### src/logic/gpdpi_pkg.sv
// Purpose: Shared constants and carriers for the eight-pin port with pin interrupt
// Assumes: AXI4-Lite, 32-bit data, one register per aligned word
// Notes: Only byte lane 0 carries register bits
package gpdpi_pkg;
  // ****************************************
  // Sizes and offsets
  // ****************************************
  localparam int PIN_W = 8;
  localparam int ADDR_W = 8;
  localparam int DATA_W = 32;
  localparam int EVT_W = 2;
  localparam logic [7:0] OFF_DATA = 8'h00;
  localparam logic [7:0] OFF_DIR = 8'h04;
  localparam logic [7:0] OFF_PULL = 8'h08;
  localparam logic [7:0] OFF_SLEW = 8'h0C;
  localparam logic [7:0] OFF_DRIVE = 8'h10;
  localparam logic [7:0] OFF_SC = 8'h14;
  localparam logic [7:0] OFF_PSEL = 8'h18;
  localparam logic [7:0] OFF_POL = 8'h1C;
  localparam logic [7:0] OFF_EVT_STS = 8'h20;
  localparam logic [7:0] OFF_EVT_MASK = 8'h24;
  // ****************************************
  // Reset values and fields
  // ****************************************
  localparam logic [7:0] RST_DATA = 8'h00;
  localparam logic [7:0] RST_DIR = 8'h00;
  localparam logic [7:0] RST_PULL = 8'h00;
  localparam logic [7:0] RST_SLEW = 8'h00;
  localparam logic [7:0] RST_DRIVE = 8'h00;
  localparam int SC_MODE_BIT = 0;
  localparam int SC_IE_BIT = 1;
  localparam int SC_ACK_BIT = 2;
  localparam int SC_FLAG_BIT = 3;
  localparam int EVT_DETECT_BIT = 0;
  localparam int EVT_CHANGE_BIT = 1;
  localparam logic [1:0] RESP_OKAY = 2'h0;
  localparam logic [1:0] RESP_SLVERR = 2'h2;
  // ****************************************
  // Carriers
  // ****************************************
  typedef struct packed {
    logic awvalid;
    logic [ADDR_W-1:0] awaddr;
    logic wvalid;
    logic [DATA_W-1:0] wdata;
    logic [3:0] wstrb;
    logic bready;
    logic arvalid;
    logic [ADDR_W-1:0] araddr;
    logic rready;
  } gpdpi_axi_req_t;
  typedef struct packed {
    logic awready;
    logic wready;
    logic bvalid;
    logic [1:0] bresp;
    logic arready;
    logic rvalid;
    logic [DATA_W-1:0] rdata;
    logic [1:0] rresp;
  } gpdpi_axi_rsp_t;
  typedef struct packed {
    logic [PIN_W-1:0] out;
    logic [PIN_W-1:0] oe;
    logic [PIN_W-1:0] pull_en;
    logic [PIN_W-1:0] pull_dn;
    logic [PIN_W-1:0] slew_en;
    logic [PIN_W-1:0] drive_hi;
  } gpdpi_pad_t;
  typedef struct packed {
    logic [PIN_W-1:0] sync1;
    logic [PIN_W-1:0] sync2;
    logic [PIN_W-1:0] sync3;
    logic [PIN_W-1:0] pin;
    logic [PIN_W-1:0] act_prev;
    logic [PIN_W-1:0] data;
    logic [PIN_W-1:0] dir;
    logic [PIN_W-1:0] pull;
    logic [PIN_W-1:0] slew;
    logic [PIN_W-1:0] drive;
    logic [PIN_W-1:0] psel;
    logic [PIN_W-1:0] pol;
    logic flag;
    logic ie;
    logic mode;
    logic [EVT_W-1:0] evt_sts;
    logic [EVT_W-1:0] evt_mask;
    logic aw_held;
    logic w_held;
    logic [ADDR_W-1:0] waddr;
    logic [PIN_W-1:0] wdata;
    logic wlane0;
    gpdpi_axi_rsp_t rsp;
    gpdpi_pad_t pad;
    logic req;
    logic irq;
  } gpdpi_state_t;
endpackage

### src/logic/gpdpi_port.sv
// Purpose: Eight-pin general purpose port with pin interrupt, AXI4-Lite slave
// Assumes: Pins arrive asynchronous to I_CORE_CLK
// Notes: Pad controls follow register writes one cycle late
//
// The AXI4-Lite register port and the register addresses were decided locally.
`timescale 1ns/1ps
// Function
// - Input pins read back their pin level
// - Output pins read back the written latch
// - Writes load all latches; outputs drive them
// - Reset clears latches, pins float, pulls off
// - Direction bit enables driver, selects readback
// - Pull enable bit switches pull device
// - Output pins never get a pull
// - Pull-down only on selected interrupt pins
// - Slew control acts only on outputs
// - Drive strength acts only on outputs
// - Flag bit set by detection, writes ignored
// - Acknowledge clears flag, reads as zero
// - Enable bit gates the interrupt request
// - Mode bit picks edges or edges+levels
// - Polarity bit picks pull and active sense
// - Source select bit includes pin as source
module gpdpi_port (
  input wire logic I_CORE_CLK,
  input wire logic I_NRST,
  input wire gpdpi_pkg::gpdpi_axi_req_t I_AXI,
  input wire logic [gpdpi_pkg::PIN_W-1:0] I_PIN,
  output gpdpi_pkg::gpdpi_axi_rsp_t O_AXI,
  output gpdpi_pkg::gpdpi_pad_t O_PAD,
  output logic O_PIN_IRQ_REQ,
  output logic O_IRQ
);
  import gpdpi_pkg::*;

  gpdpi_state_t q;
  gpdpi_state_t d;

  // ****************************************
  // Pin sensing
  // ****************************************
  logic [PIN_W-1:0] pin_filt;
  logic [PIN_W-1:0] active;
  logic [PIN_W-1:0] edge_hit;
  logic [PIN_W-1:0] level_hit;
  logic set_evt;
  logic chg_evt;

  // A bit moves only once the last two stages agree
  assign pin_filt = (q.sync2 & q.sync3) | (q.pin & (q.sync2 ^ q.sync3));
  assign active = q.pol ^ ~q.pin;
  assign edge_hit = active & ~q.act_prev;
  assign level_hit = q.mode ? active : '0;
  assign set_evt = |(q.psel & ~q.dir & (edge_hit | level_hit));
  assign chg_evt = |(q.pin ^ pin_filt);

  // ****************************************
  // Bus decode
  // ****************************************
  logic aw_hs;
  logic w_hs;
  logic ar_hs;
  logic wr_go;
  logic wr_en;
  logic ack_go;
  logic [ADDR_W-1:0] wr_word;
  logic [ADDR_W-1:0] rd_word_addr;
  logic [EVT_W-1:0] rd_clr;

  assign aw_hs = I_AXI.awvalid & q.rsp.awready;
  assign w_hs = I_AXI.wvalid & q.rsp.wready;
  assign ar_hs = I_AXI.arvalid & q.rsp.arready;
  assign wr_go = q.aw_held & q.w_held & ~q.rsp.bvalid;
  assign wr_en = wr_go & q.wlane0;
  assign wr_word = {q.waddr[ADDR_W-1:2], 2'h0};
  assign rd_word_addr = {I_AXI.araddr[ADDR_W-1:2], 2'h0};
  assign ack_go = wr_en & (wr_word == OFF_SC) & q.wdata[SC_ACK_BIT];
  // Reading the event status clears it
  assign rd_clr = {EVT_W{ar_hs & (rd_word_addr == OFF_EVT_STS)}};

  // ****************************************
  // Next state
  // ****************************************
  always_comb begin
    logic [DATA_W-1:0] rd_word;
    logic rd_hit;
    logic wr_hit;
    logic [EVT_W-1:0] evt_now;
    rd_word = '0;
    rd_hit = 1'b1;
    wr_hit = 1'b1;
    evt_now = '0;
    d = q;
    d.sync1 = I_PIN;
    d.sync2 = q.sync1;
    d.sync3 = q.sync2;
    d.pin = pin_filt;
    d.act_prev = active;
    // Set beats acknowledge, so a held level survives it
    d.flag = set_evt | (q.flag & ~ack_go);
    evt_now[EVT_DETECT_BIT] = set_evt;
    evt_now[EVT_CHANGE_BIT] = chg_evt;
    d.evt_sts = evt_now | (q.evt_sts & ~rd_clr);

    if (aw_hs) begin
      d.aw_held = 1'b1;
      d.waddr = I_AXI.awaddr;
      d.rsp.awready = 1'b0;
    end
    if (w_hs) begin
      d.w_held = 1'b1;
      d.wdata = I_AXI.wdata[PIN_W-1:0];
      d.wlane0 = I_AXI.wstrb[0];
      d.rsp.wready = 1'b0;
    end
    if (wr_go) begin
      d.aw_held = 1'b0;
      d.w_held = 1'b0;
      d.rsp.bvalid = 1'b1;
      if (wr_word == OFF_DATA) begin
        if (q.wlane0) d.data = q.wdata;
      end else if (wr_word == OFF_DIR) begin
        if (q.wlane0) d.dir = q.wdata;
      end else if (wr_word == OFF_PULL) begin
        if (q.wlane0) d.pull = q.wdata;
      end else if (wr_word == OFF_SLEW) begin
        if (q.wlane0) d.slew = q.wdata;
      end else if (wr_word == OFF_DRIVE) begin
        if (q.wlane0) d.drive = q.wdata;
      end else if (wr_word == OFF_SC) begin
        if (q.wlane0) begin
          d.ie = q.wdata[SC_IE_BIT];
          d.mode = q.wdata[SC_MODE_BIT];
        end
      end else if (wr_word == OFF_PSEL) begin
        if (q.wlane0) d.psel = q.wdata;
      end else if (wr_word == OFF_POL) begin
        if (q.wlane0) d.pol = q.wdata;
      end else if (wr_word == OFF_EVT_MASK) begin
        if (q.wlane0) d.evt_mask = q.wdata[EVT_W-1:0];
      end else if (wr_word == OFF_EVT_STS) begin
        wr_hit = 1'b1;
      end else begin
        wr_hit = 1'b0;
      end
      d.rsp.bresp = wr_hit ? RESP_OKAY : RESP_SLVERR;
    end
    if (q.rsp.bvalid & I_AXI.bready) begin
      d.rsp.bvalid = 1'b0;
      d.rsp.awready = 1'b1;
      d.rsp.wready = 1'b1;
    end

    if (rd_word_addr == OFF_DATA) begin
      rd_word[PIN_W-1:0] = (q.dir & q.data) | (~q.dir & q.pin);
    end else if (rd_word_addr == OFF_DIR) begin
      rd_word[PIN_W-1:0] = q.dir;
    end else if (rd_word_addr == OFF_PULL) begin
      rd_word[PIN_W-1:0] = q.pull;
    end else if (rd_word_addr == OFF_SLEW) begin
      rd_word[PIN_W-1:0] = q.slew;
    end else if (rd_word_addr == OFF_DRIVE) begin
      rd_word[PIN_W-1:0] = q.drive;
    end else if (rd_word_addr == OFF_SC) begin
      rd_word[SC_FLAG_BIT] = q.flag;
      rd_word[SC_ACK_BIT] = 1'b0;
      rd_word[SC_IE_BIT] = q.ie;
      rd_word[SC_MODE_BIT] = q.mode;
    end else if (rd_word_addr == OFF_PSEL) begin
      rd_word[PIN_W-1:0] = q.psel;
    end else if (rd_word_addr == OFF_POL) begin
      rd_word[PIN_W-1:0] = q.pol;
    end else if (rd_word_addr == OFF_EVT_STS) begin
      rd_word[EVT_W-1:0] = q.evt_sts;
    end else if (rd_word_addr == OFF_EVT_MASK) begin
      rd_word[EVT_W-1:0] = q.evt_mask;
    end else begin
      rd_hit = 1'b0;
    end
    if (ar_hs) begin
      d.rsp.arready = 1'b0;
      d.rsp.rvalid = 1'b1;
      d.rsp.rdata = rd_word;
      d.rsp.rresp = rd_hit ? RESP_OKAY : RESP_SLVERR;
    end
    if (q.rsp.rvalid & I_AXI.rready) begin
      d.rsp.rvalid = 1'b0;
      d.rsp.arready = 1'b1;
    end

    // Pad controls; inputs float unless pulled
    d.pad.out = q.data;
    d.pad.oe = q.dir;
    d.pad.pull_en = q.pull & ~q.dir;
    d.pad.pull_dn = q.pull & ~q.dir & q.psel & q.pol;
    d.pad.slew_en = q.slew & q.dir;
    d.pad.drive_hi = q.drive & q.dir;
    d.req = q.flag & q.ie;
    d.irq = |(q.evt_sts & q.evt_mask);
  end

  // ****************************************
  // State register
  // ****************************************
  always_ff @(posedge I_CORE_CLK or negedge I_NRST) begin
    if (!I_NRST) begin
      q <= '0;
      q.data <= RST_DATA;
      q.dir <= RST_DIR;
      q.pull <= RST_PULL;
      q.slew <= RST_SLEW;
      q.drive <= RST_DRIVE;
      // Pins reset low and low-active, so no false edge right after reset
      q.act_prev <= 8'hFF;
      q.rsp.awready <= 1'b1;
      q.rsp.wready <= 1'b1;
      q.rsp.arready <= 1'b1;
    end else begin
      q <= d;
    end
  end

  assign O_AXI = q.rsp;
  assign O_PAD = q.pad;
  assign O_PIN_IRQ_REQ = q.req;
  assign O_IRQ = q.irq;

  // ****************************************
  // Checks
  // ****************************************
  property p_rd_input;
    @(posedge I_CORE_CLK) disable iff (!I_NRST)
    (ar_hs && rd_word_addr == OFF_DATA) |=>
      ((q.rsp.rdata[PIN_W-1:0] & ~$past(q.dir)) == ($past(q.pin) & ~$past(q.dir)));
  endproperty
  a_rd_input: assert property (p_rd_input) else $error("input pin readback wrong");

  property p_rd_output;
    @(posedge I_CORE_CLK) disable iff (!I_NRST)
    (ar_hs && rd_word_addr == OFF_DATA) |=>
      ((q.rsp.rdata[PIN_W-1:0] & $past(q.dir)) == ($past(q.data) & $past(q.dir)));
  endproperty
  a_rd_output: assert property (p_rd_output) else $error("output latch readback wrong");

  property p_data_write;
    @(posedge I_CORE_CLK) disable iff (!I_NRST)
    (wr_en && wr_word == OFF_DATA) |=> (q.data == $past(q.wdata)) ##1 (O_PAD.out == $past(q.data));
  endproperty
  a_data_write: assert property (p_data_write) else $error("latch write not driven");

  property p_oe_dir;
    @(posedge I_CORE_CLK) disable iff (!I_NRST)
    ##1 (O_PAD.oe == $past(q.dir));
  endproperty
  a_oe_dir: assert property (p_oe_dir) else $error("driver enable not from direction");

  property p_pull;
    @(posedge I_CORE_CLK) disable iff (!I_NRST)
    ##1 (O_PAD.pull_en == ($past(q.pull) & ~$past(q.dir)));
  endproperty
  a_pull: assert property (p_pull) else $error("pull enable wrong");

  property p_pull_dn;
    @(posedge I_CORE_CLK) disable iff (!I_NRST)
    ##1 ((O_PAD.pull_dn & ~($past(q.psel) & $past(q.pol) & O_PAD.pull_en)) == '0);
  endproperty
  a_pull_dn: assert property (p_pull_dn) else $error("pull-down on non-interrupt pin");

  property p_slew_drive;
    @(posedge I_CORE_CLK) disable iff (!I_NRST)
    ##1 ((O_PAD.slew_en | O_PAD.drive_hi) & ~$past(q.dir)) == '0;
  endproperty
  a_slew_drive: assert property (p_slew_drive) else $error("slew or drive on input");

  property p_flag_cause;
    @(posedge I_CORE_CLK) disable iff (!I_NRST)
    $rose(q.flag) |-> $past(set_evt);
  endproperty
  a_flag_cause: assert property (p_flag_cause) else $error("flag set without detection");

  property p_ack_reads_zero;
    @(posedge I_CORE_CLK) disable iff (!I_NRST)
    (ar_hs && rd_word_addr == OFF_SC) |=> !q.rsp.rdata[SC_ACK_BIT];
  endproperty
  a_ack_reads_zero: assert property (p_ack_reads_zero) else $error("acknowledge bit read as one");

  property p_req_gate;
    @(posedge I_CORE_CLK) disable iff (!I_NRST)
    ##1 (O_PIN_IRQ_REQ == ($past(q.flag) && $past(q.ie)));
  endproperty
  a_req_gate: assert property (p_req_gate) else $error("request not gated by enable");

  property p_edge_only;
    @(posedge I_CORE_CLK) disable iff (!I_NRST)
    (!q.mode && $stable(q.pin) && $stable(q.pol)) |-> !set_evt;
  endproperty
  a_edge_only: assert property (p_edge_only) else $error("level sensed in edge mode");

  property p_level_hold;
    @(posedge I_CORE_CLK) disable iff (!I_NRST)
    (ack_go && q.mode && ((q.psel & ~q.dir & active) != '0)) |=> q.flag;
  endproperty
  a_level_hold: assert property (p_level_hold) else $error("flag lost with level held");

  property p_out_pad;
    @(posedge I_CORE_CLK) disable iff (!I_NRST)
    ##1 (O_PAD.out == $past(q.data));
  endproperty
  a_out_pad: assert property (p_out_pad) else $error("pad level not from latch");

  property p_slew_pad;
    @(posedge I_CORE_CLK) disable iff (!I_NRST)
    ##1 (O_PAD.slew_en == ($past(q.slew) & $past(q.dir)));
  endproperty
  a_slew_pad: assert property (p_slew_pad) else $error("slew control not applied to output");

  property p_drive_pad;
    @(posedge I_CORE_CLK) disable iff (!I_NRST)
    ##1 (O_PAD.drive_hi == ($past(q.drive) & $past(q.dir)));
  endproperty
  a_drive_pad: assert property (p_drive_pad) else $error("drive select not applied to output");

  property p_flag_hold;
    @(posedge I_CORE_CLK) disable iff (!I_NRST)
    (q.flag && !ack_go) |=> q.flag;
  endproperty
  a_flag_hold: assert property (p_flag_hold) else $error("flag cleared without acknowledge");

  property p_rd_flag;
    @(posedge I_CORE_CLK) disable iff (!I_NRST)
    (ar_hs && rd_word_addr == OFF_SC) |=> (q.rsp.rdata[SC_FLAG_BIT] == $past(q.flag));
  endproperty
  a_rd_flag: assert property (p_rd_flag) else $error("flag readback wrong");

  property p_ack_clear;
    @(posedge I_CORE_CLK) disable iff (!I_NRST)
    (ack_go && !set_evt) |=> !q.flag;
  endproperty
  a_ack_clear: assert property (p_ack_clear) else $error("acknowledge did not clear flag");

  property p_req_off;
    @(posedge I_CORE_CLK) disable iff (!I_NRST)
    ##1 ($past(q.ie) || !O_PIN_IRQ_REQ);
  endproperty
  a_req_off: assert property (p_req_off) else $error("request raised while disabled");

  property p_level_set;
    @(posedge I_CORE_CLK) disable iff (!I_NRST)
    (q.mode && ((q.psel & ~q.dir & active) != '0)) |=> q.flag;
  endproperty
  a_level_set: assert property (p_level_set) else $error("held level not flagged");

  property p_pull_pol;
    @(posedge I_CORE_CLK) disable iff (!I_NRST)
    ##1 ((O_PAD.pull_dn & ~$past(q.pol)) == '0);
  endproperty
  a_pull_pol: assert property (p_pull_pol) else $error("pull-down with low polarity");

  property p_sel_only;
    @(posedge I_CORE_CLK) disable iff (!I_NRST)
    (((q.psel & ~q.dir) == '0) && !q.flag) |=> !q.flag;
  endproperty
  a_sel_only: assert property (p_sel_only) else $error("flag set with no source selected");

  property p_filter;
    @(posedge I_CORE_CLK) disable iff (!I_NRST)
    ##1 (((q.pin ^ $past(q.pin)) & ($past(q.sync2) ^ $past(q.sync3))) == '0);
  endproperty
  a_filter: assert property (p_filter) else $error("pin moved before stages agreed");

  property p_filter_take;
    @(posedge I_CORE_CLK) disable iff (!I_NRST)
    ##1 (((q.pin ^ $past(q.sync2)) & ~($past(q.sync2) ^ $past(q.sync3))) == '0);
  endproperty
  a_filter_take: assert property (p_filter_take) else $error("agreed pin level not taken");
endmodule

### config.mk
export PLATFORM = sky130hd
export DESIGN_NAME = gpdpi_port
export DESIGN_NICKNAME = d
export VERILOG_FILES = /design/src/logic/gpdpi_pkg.sv /design/src/logic/gpdpi_port.sv
export SDC_FILE = /design/constraint.sdc
export NUM_CORES = 1
export LEC_CHECK = 0
export ABC_AREA = 0
export BUFFER_PORTS_ARGS = -buffer_cell sky130_fd_sc_hd__buf_2
export CELL_PAD_IN_SITES_DETAIL_PLACEMENT = 1
export CELL_PAD_IN_SITES_GLOBAL_PLACEMENT = 2
export CORE_AREA = 2 2 123 173
export DETAILED_ROUTE_END_ITERATION = 6
export DIE_AREA = 0 0 125 175
export HOLD_SLACK_MARGIN = 0.08
export PLACE_DENSITY = 0.95
export SYNTH_ARGS = -nofsm -noshare
export SYNTH_HDL_FRONTEND = slang
export SYNTH_SLANG_ARGS = --single-unit
### constraint.sdc
create_clock -name I_CORE_CLK -period 5.7 [get_ports I_CORE_CLK]
set_clock_uncertainty 0.2 [all_clocks]
set_input_delay 0.285 -clock I_CORE_CLK [delete_from_list [all_inputs] [get_ports I_CORE_CLK]]
set_output_delay 0.285 -clock I_CORE_CLK [all_outputs]
set_load 0.05 [all_outputs]
After elaboration in Yosys (flattened, before gate mapping) --
Cells that the tools add are included.
Word-level totals: input port bits 67, register bits 189, logic and storage cells 170
Operators by class: bitwise gates (word level) 49, reductions and logical operators 20, mux-type cells 45, equal/unequal tests 18
Operator list (count):
- 8-bit bitwise AND | 12
- 8-bit 2-to-1 mux | 7
- 6-bit by 3-bit == test with 1-bit output (second input constant) | 8
- 36-bit 2-to-1 mux | 1
- 1-bit 2-to-1 mux | 25
- 6-bit by 2-bit == test with 1-bit output (second input constant) | 4
- 6-bit by 4-bit == test with 1-bit output (second input constant) | 4
- 8-bit inverter | 3
- 8-bit OR | 3
- 8-bit XOR | 3
- 8-bit logical NOT | 2
- 8-bit OR reduction | 2
- 2-bit 2-to-1 mux | 7
- 1-bit bitwise AND | 13
- 6-bit by 1-bit == test with 1-bit output (second input constant) | 2
- 2-bit nonzero test | 6
- 11-bit AND reduction | 1
- 1-bit inverter | 10
- 10-bit AND reduction | 1
- 9-bit AND reduction | 1
- 4-bit 2-to-1 mux | 2
- 8-bit AND reduction | 1
- 7-bit AND reduction | 1
- 3-bit 2-to-1 mux | 2
- 10 further kinds | 11

Logic depth before layout (Yosys ltp) --
depth after elaboration 15, gate-level depth with buffers 7, mapped depth without buffers 6

Worst setup path after synthesis --
OpenSTA, ideal clock, no wires.
path type reg2reg, start point register q[107] (netlist bit), end point register q, in the netlist d[42], data arrival time 1.698 ns, library setup time 0.125 ns, cell stages (with the launch flop) 5, path slack 3.677 ns, buffers on the path 0, path through dfrtp_1 -> or2_4 -> or3_4 -> nor4_4 -> mux2_2
Between the ends: word-level cells in the longest chain between the ends 2
Ends and longest elaborated chain:
- from (decl) | line gpdpi_port.sv:36 | gpdpi_state_t q;
- 8-bit logical NOT | line gpdpi_port.sv:120 | if (wr_word == OFF_DATA) begin
- 3-bit AND reduction (no line)
No other way between the ends. A chain may end at the register's enable or synchronous reset.

Worst setup path in the final report --
start point register q[107] (netlist bit), end point register q[140] (netlist bit)
Between the ends: word-level cells in the longest chain between the ends 3
Ends and longest elaborated chain:
- 6-bit by 2-bit == test with 1-bit output (tied with other cells) | line gpdpi_port.sv:126 | end else if (wr_word == OFF_SLEW) begin
- 1-bit inverter (no line)
- 7-bit AND reduction (no line) (*)
Mark *: on every way between the ends. The rest lies on a longest branch, timed or not.

==> reports/results.txt <==
diode count = 0
Slew headroom = 0.335
most frequent cells in the layout = dfrtp_1, buf_2, mux2_2, nand2_1, dlygate4sd3_1
DR iter-0 viols = 225
max_cap viols = 0
Placed Cells = 908
Lkg Pwr = 4.59 nW
Reg2Reg Setup Slack = 3.17 ns
core area = 0.0203 mm²
htree depth = 4
layout cell share with drive strength beyond 1 = 0.329
row count = 62
gpl congestion = 0.811
distinct cell type count after synthesis = 57
top_reg_cell synth = dfrtp_1
most common cell after layout, fill and taps aside = dfrtp_1
worst ir drop on vdd = 0.219 mV
outcome = completed
Final Instance Area = 0.00911 mm²
# DRC = 0
post_cts resized = 0
number of synthesized flops with an enable pin = 0
CTS tree = yes
pwr dens = 378 mW/mm²
die height = 175 µm
post-route ant nets = 0
PortBufs = 100
die width = 125 µm
Worst-Margin Slew = 0.990 ns
initial antenna violation count = 0
maximum buffer depth of the clock tree = 2
Syn-to-layout area delta = 14.1%
Gate Count Post-Synth = 627
cell chain of the critical path = or2_4 > nor2_1 > nand2_1 > nor4_4 > mux2_2
final-report max-slew violation count = 0
WP buf/inv = 0
global-route usage over all layers = 0.183
NumNets Final = 779
metal3 WL = 792 µm
Clock Pin Slew Worst Setup and Hold Paths = 0.08 ns
post-synthesis sequential element count = 185
crit share post-route = 0.444
vias in the first global route = 5470
DIE AREA = 0.0219 mm²
top sig layer = met4
pin count of the biggest net entering global routing = 66
CP top delay family = simple AND/OR/NAND/NOR gates
WP data required = 5.82 ns
starting density of the core = 0.393
synthesized area = 0.00799 mm²
YS warnings = 0
Avg Vias per Cell = 5.11
met2 wire len = 10500 µm
Finished Core Util = 0.448
I/O pin total = 158
Detail Placement HPWL = 13000 µm
met1 WL = 7420 µm
Worst path slowest cell = nor4_4
worst hold path class = in2reg
Root Buffer = clkbuf_16
first-pass detailed-route iteration total = 4
Hold Violations, Final = 0
via count = 4970
Placed Area = 0.00821 mm²
per-cell routed wire length = 19.9 µm
worst-path maximum fanout = 8
Num CTS Buffers = 17
CP max stage delay = 0.78 ns
ys async rst share = 1.00
grt total ovfl = 0
Avg Cell Area, Syn = 12.7 µm²
worst setup path category = reg2reg
final WL = 19300 µm
endpoints failing setup = 0
CP Capture Type = register
Arrival @ worst endpoint = 2.65 ns
share of synthesized area occupied by flip-flops and latches = 0.581
Worst setup SP type = register
total clock sinks = 185
first-pass GRT wire length = 30600 µm
setup_tns = 0 ns
non-filler cells in the finished layout = 973
Clock Latency Late Sink = 0.44 ns
minimum clock period = 2.53 ns
f_max = 395 MHz
RSZ-0062 raised after global routing = no
[worst min-delay path: stages]
cell     delay, ns
buf_2         0.14
o21ai_0       0.09
a21oi_1       0.08
a21o_1        0.15
[metrics by stage]
stage,setup WS [ns],total power [mW],hold WS [ns]
final,3.17,3.45,0.140
after global routing,3.05,3.59,0.141
after floorplan,3.68,2.16,-0.211
after detailed placement,3.08,2.30,0.102
after CTS,3.11,3.48,0.0914
after global placement,3.12,2.27,0.0980
[synthesized netlist by cell type (3+ instances only)]
library cell / count / area, µm²
o221a_2: 4 / 45.0
dfstp_2: 11 / 289
nand4b_1: 10 / 87.6
o22ai_1: 6 / 37.5
nand4_1: 3 / 18.8
clkbuf_1: 9 / 33.8
xnor2_1: 8 / 70.1
dfrtp_1: 174 / 4350
nor2b_1: 13 / 81.3
and3_1: 9 / 56.3
o21ai_0: 15 / 75.1
nand2_1: 33 / 124
a31oi_1: 3 / 18.8
inv_1: 15 / 56.3
buf_4: 89 / 668
a211o_1: 3 / 26.3
mux2_2: 75 / 845
nand3_1: 4 / 20.0
mux2i_1: 17 / 170
a22oi_1: 6 / 45.0
and2_1: 18 / 113
nand2b_1: 9 / 56.3
nor2_1: 21 / 78.8
ha_1: 8 / 100
nor4_1: 3 / 18.8
a21oi_1: 11 / 55.1
a21o_1: 7 / 52.6
o211ai_1: 4 / 30.0
[power by group]
group          switching [mW]  internal, mW
combinational           0.378         0.219
sequential              0.214          1.49
clock                   0.554         0.592
total                    1.15          2.30
[registers in the layout (all words and copies together), names as in the netlist]
register and cells:
O_PAD 48, d 32, O_PIN_IRQ_REQ 1, O_IRQ 1, O_AXI 15, q 88
[per-layer routing]
metal,global-route usage,vias up
li1,-,2220
met1,0.205,2573
met2,0.330,143
met3,0.0364,34
met4,0.0917,0
met5,0,-
[cells by family (layout without fill, tap and decap cells)]
| family | count (synthesis) | after routing | synth area share |
|---|---|---|---|
| DFF | 185 | 185 | 0.581 |
| adders and majority gates | 8 | 8 | 0.0125 |
| other | 1 | 26 | 0.000469 |
| muxes | 93 | 93 | 0.130 |
| AOI/OAI and AO/OA | 72 | 72 | 0.0622 |
| xor gates and xnor gates | 8 | 8 | 0.00877 |
| and+or+nand+nor | 142 | 142 | 0.108 |
| buffers and inverters | 118 | 183 | 0.0976 |
[layout make-up]
| class | count | area, µm² |
|---|---|---|
| Timing Repair Buffer | 135 | 852 |
| Multi-Input combinational cell | 349 | 2660 |
| Sequential cell | 185 | 4640 |
| Clock buffer | 19 | 443 |
| Inverter | 16 | 60.1 |
| Tap cell | 256 | 320 |
| Clock inverter | 13 | 135 |
| Fill cell | 2164 | 11200 |
[final timing paths]
path,from,end,depth (start not counted)
min in group asynchronous,I_NRST,O_AXI[38]$_DFFE_PN0P_,2
max in group asynchronous,I_NRST,q[97]$_DFFE_PN0P_,3
max reg2reg,q[107]$_DFFE_PN0P_,q[140]$_DFFE_PN0P_,5
min,I_AXI[6],O_AXI[1]$_DFFE_PN0P_,4
min reg2reg,d[198]$_DFF_PN0_,d[190]$_DFF_PN0_,0
max,q[107]$_DFFE_PN0P_,q[140]$_DFFE_PN0P_,5
[what timing repair did]
item	CTS	global route
hold endpoints to repair	91	0
setup buffers	0	0
hold buffers	33	0
Note: power is estimated with default switching activity, not from simulation.
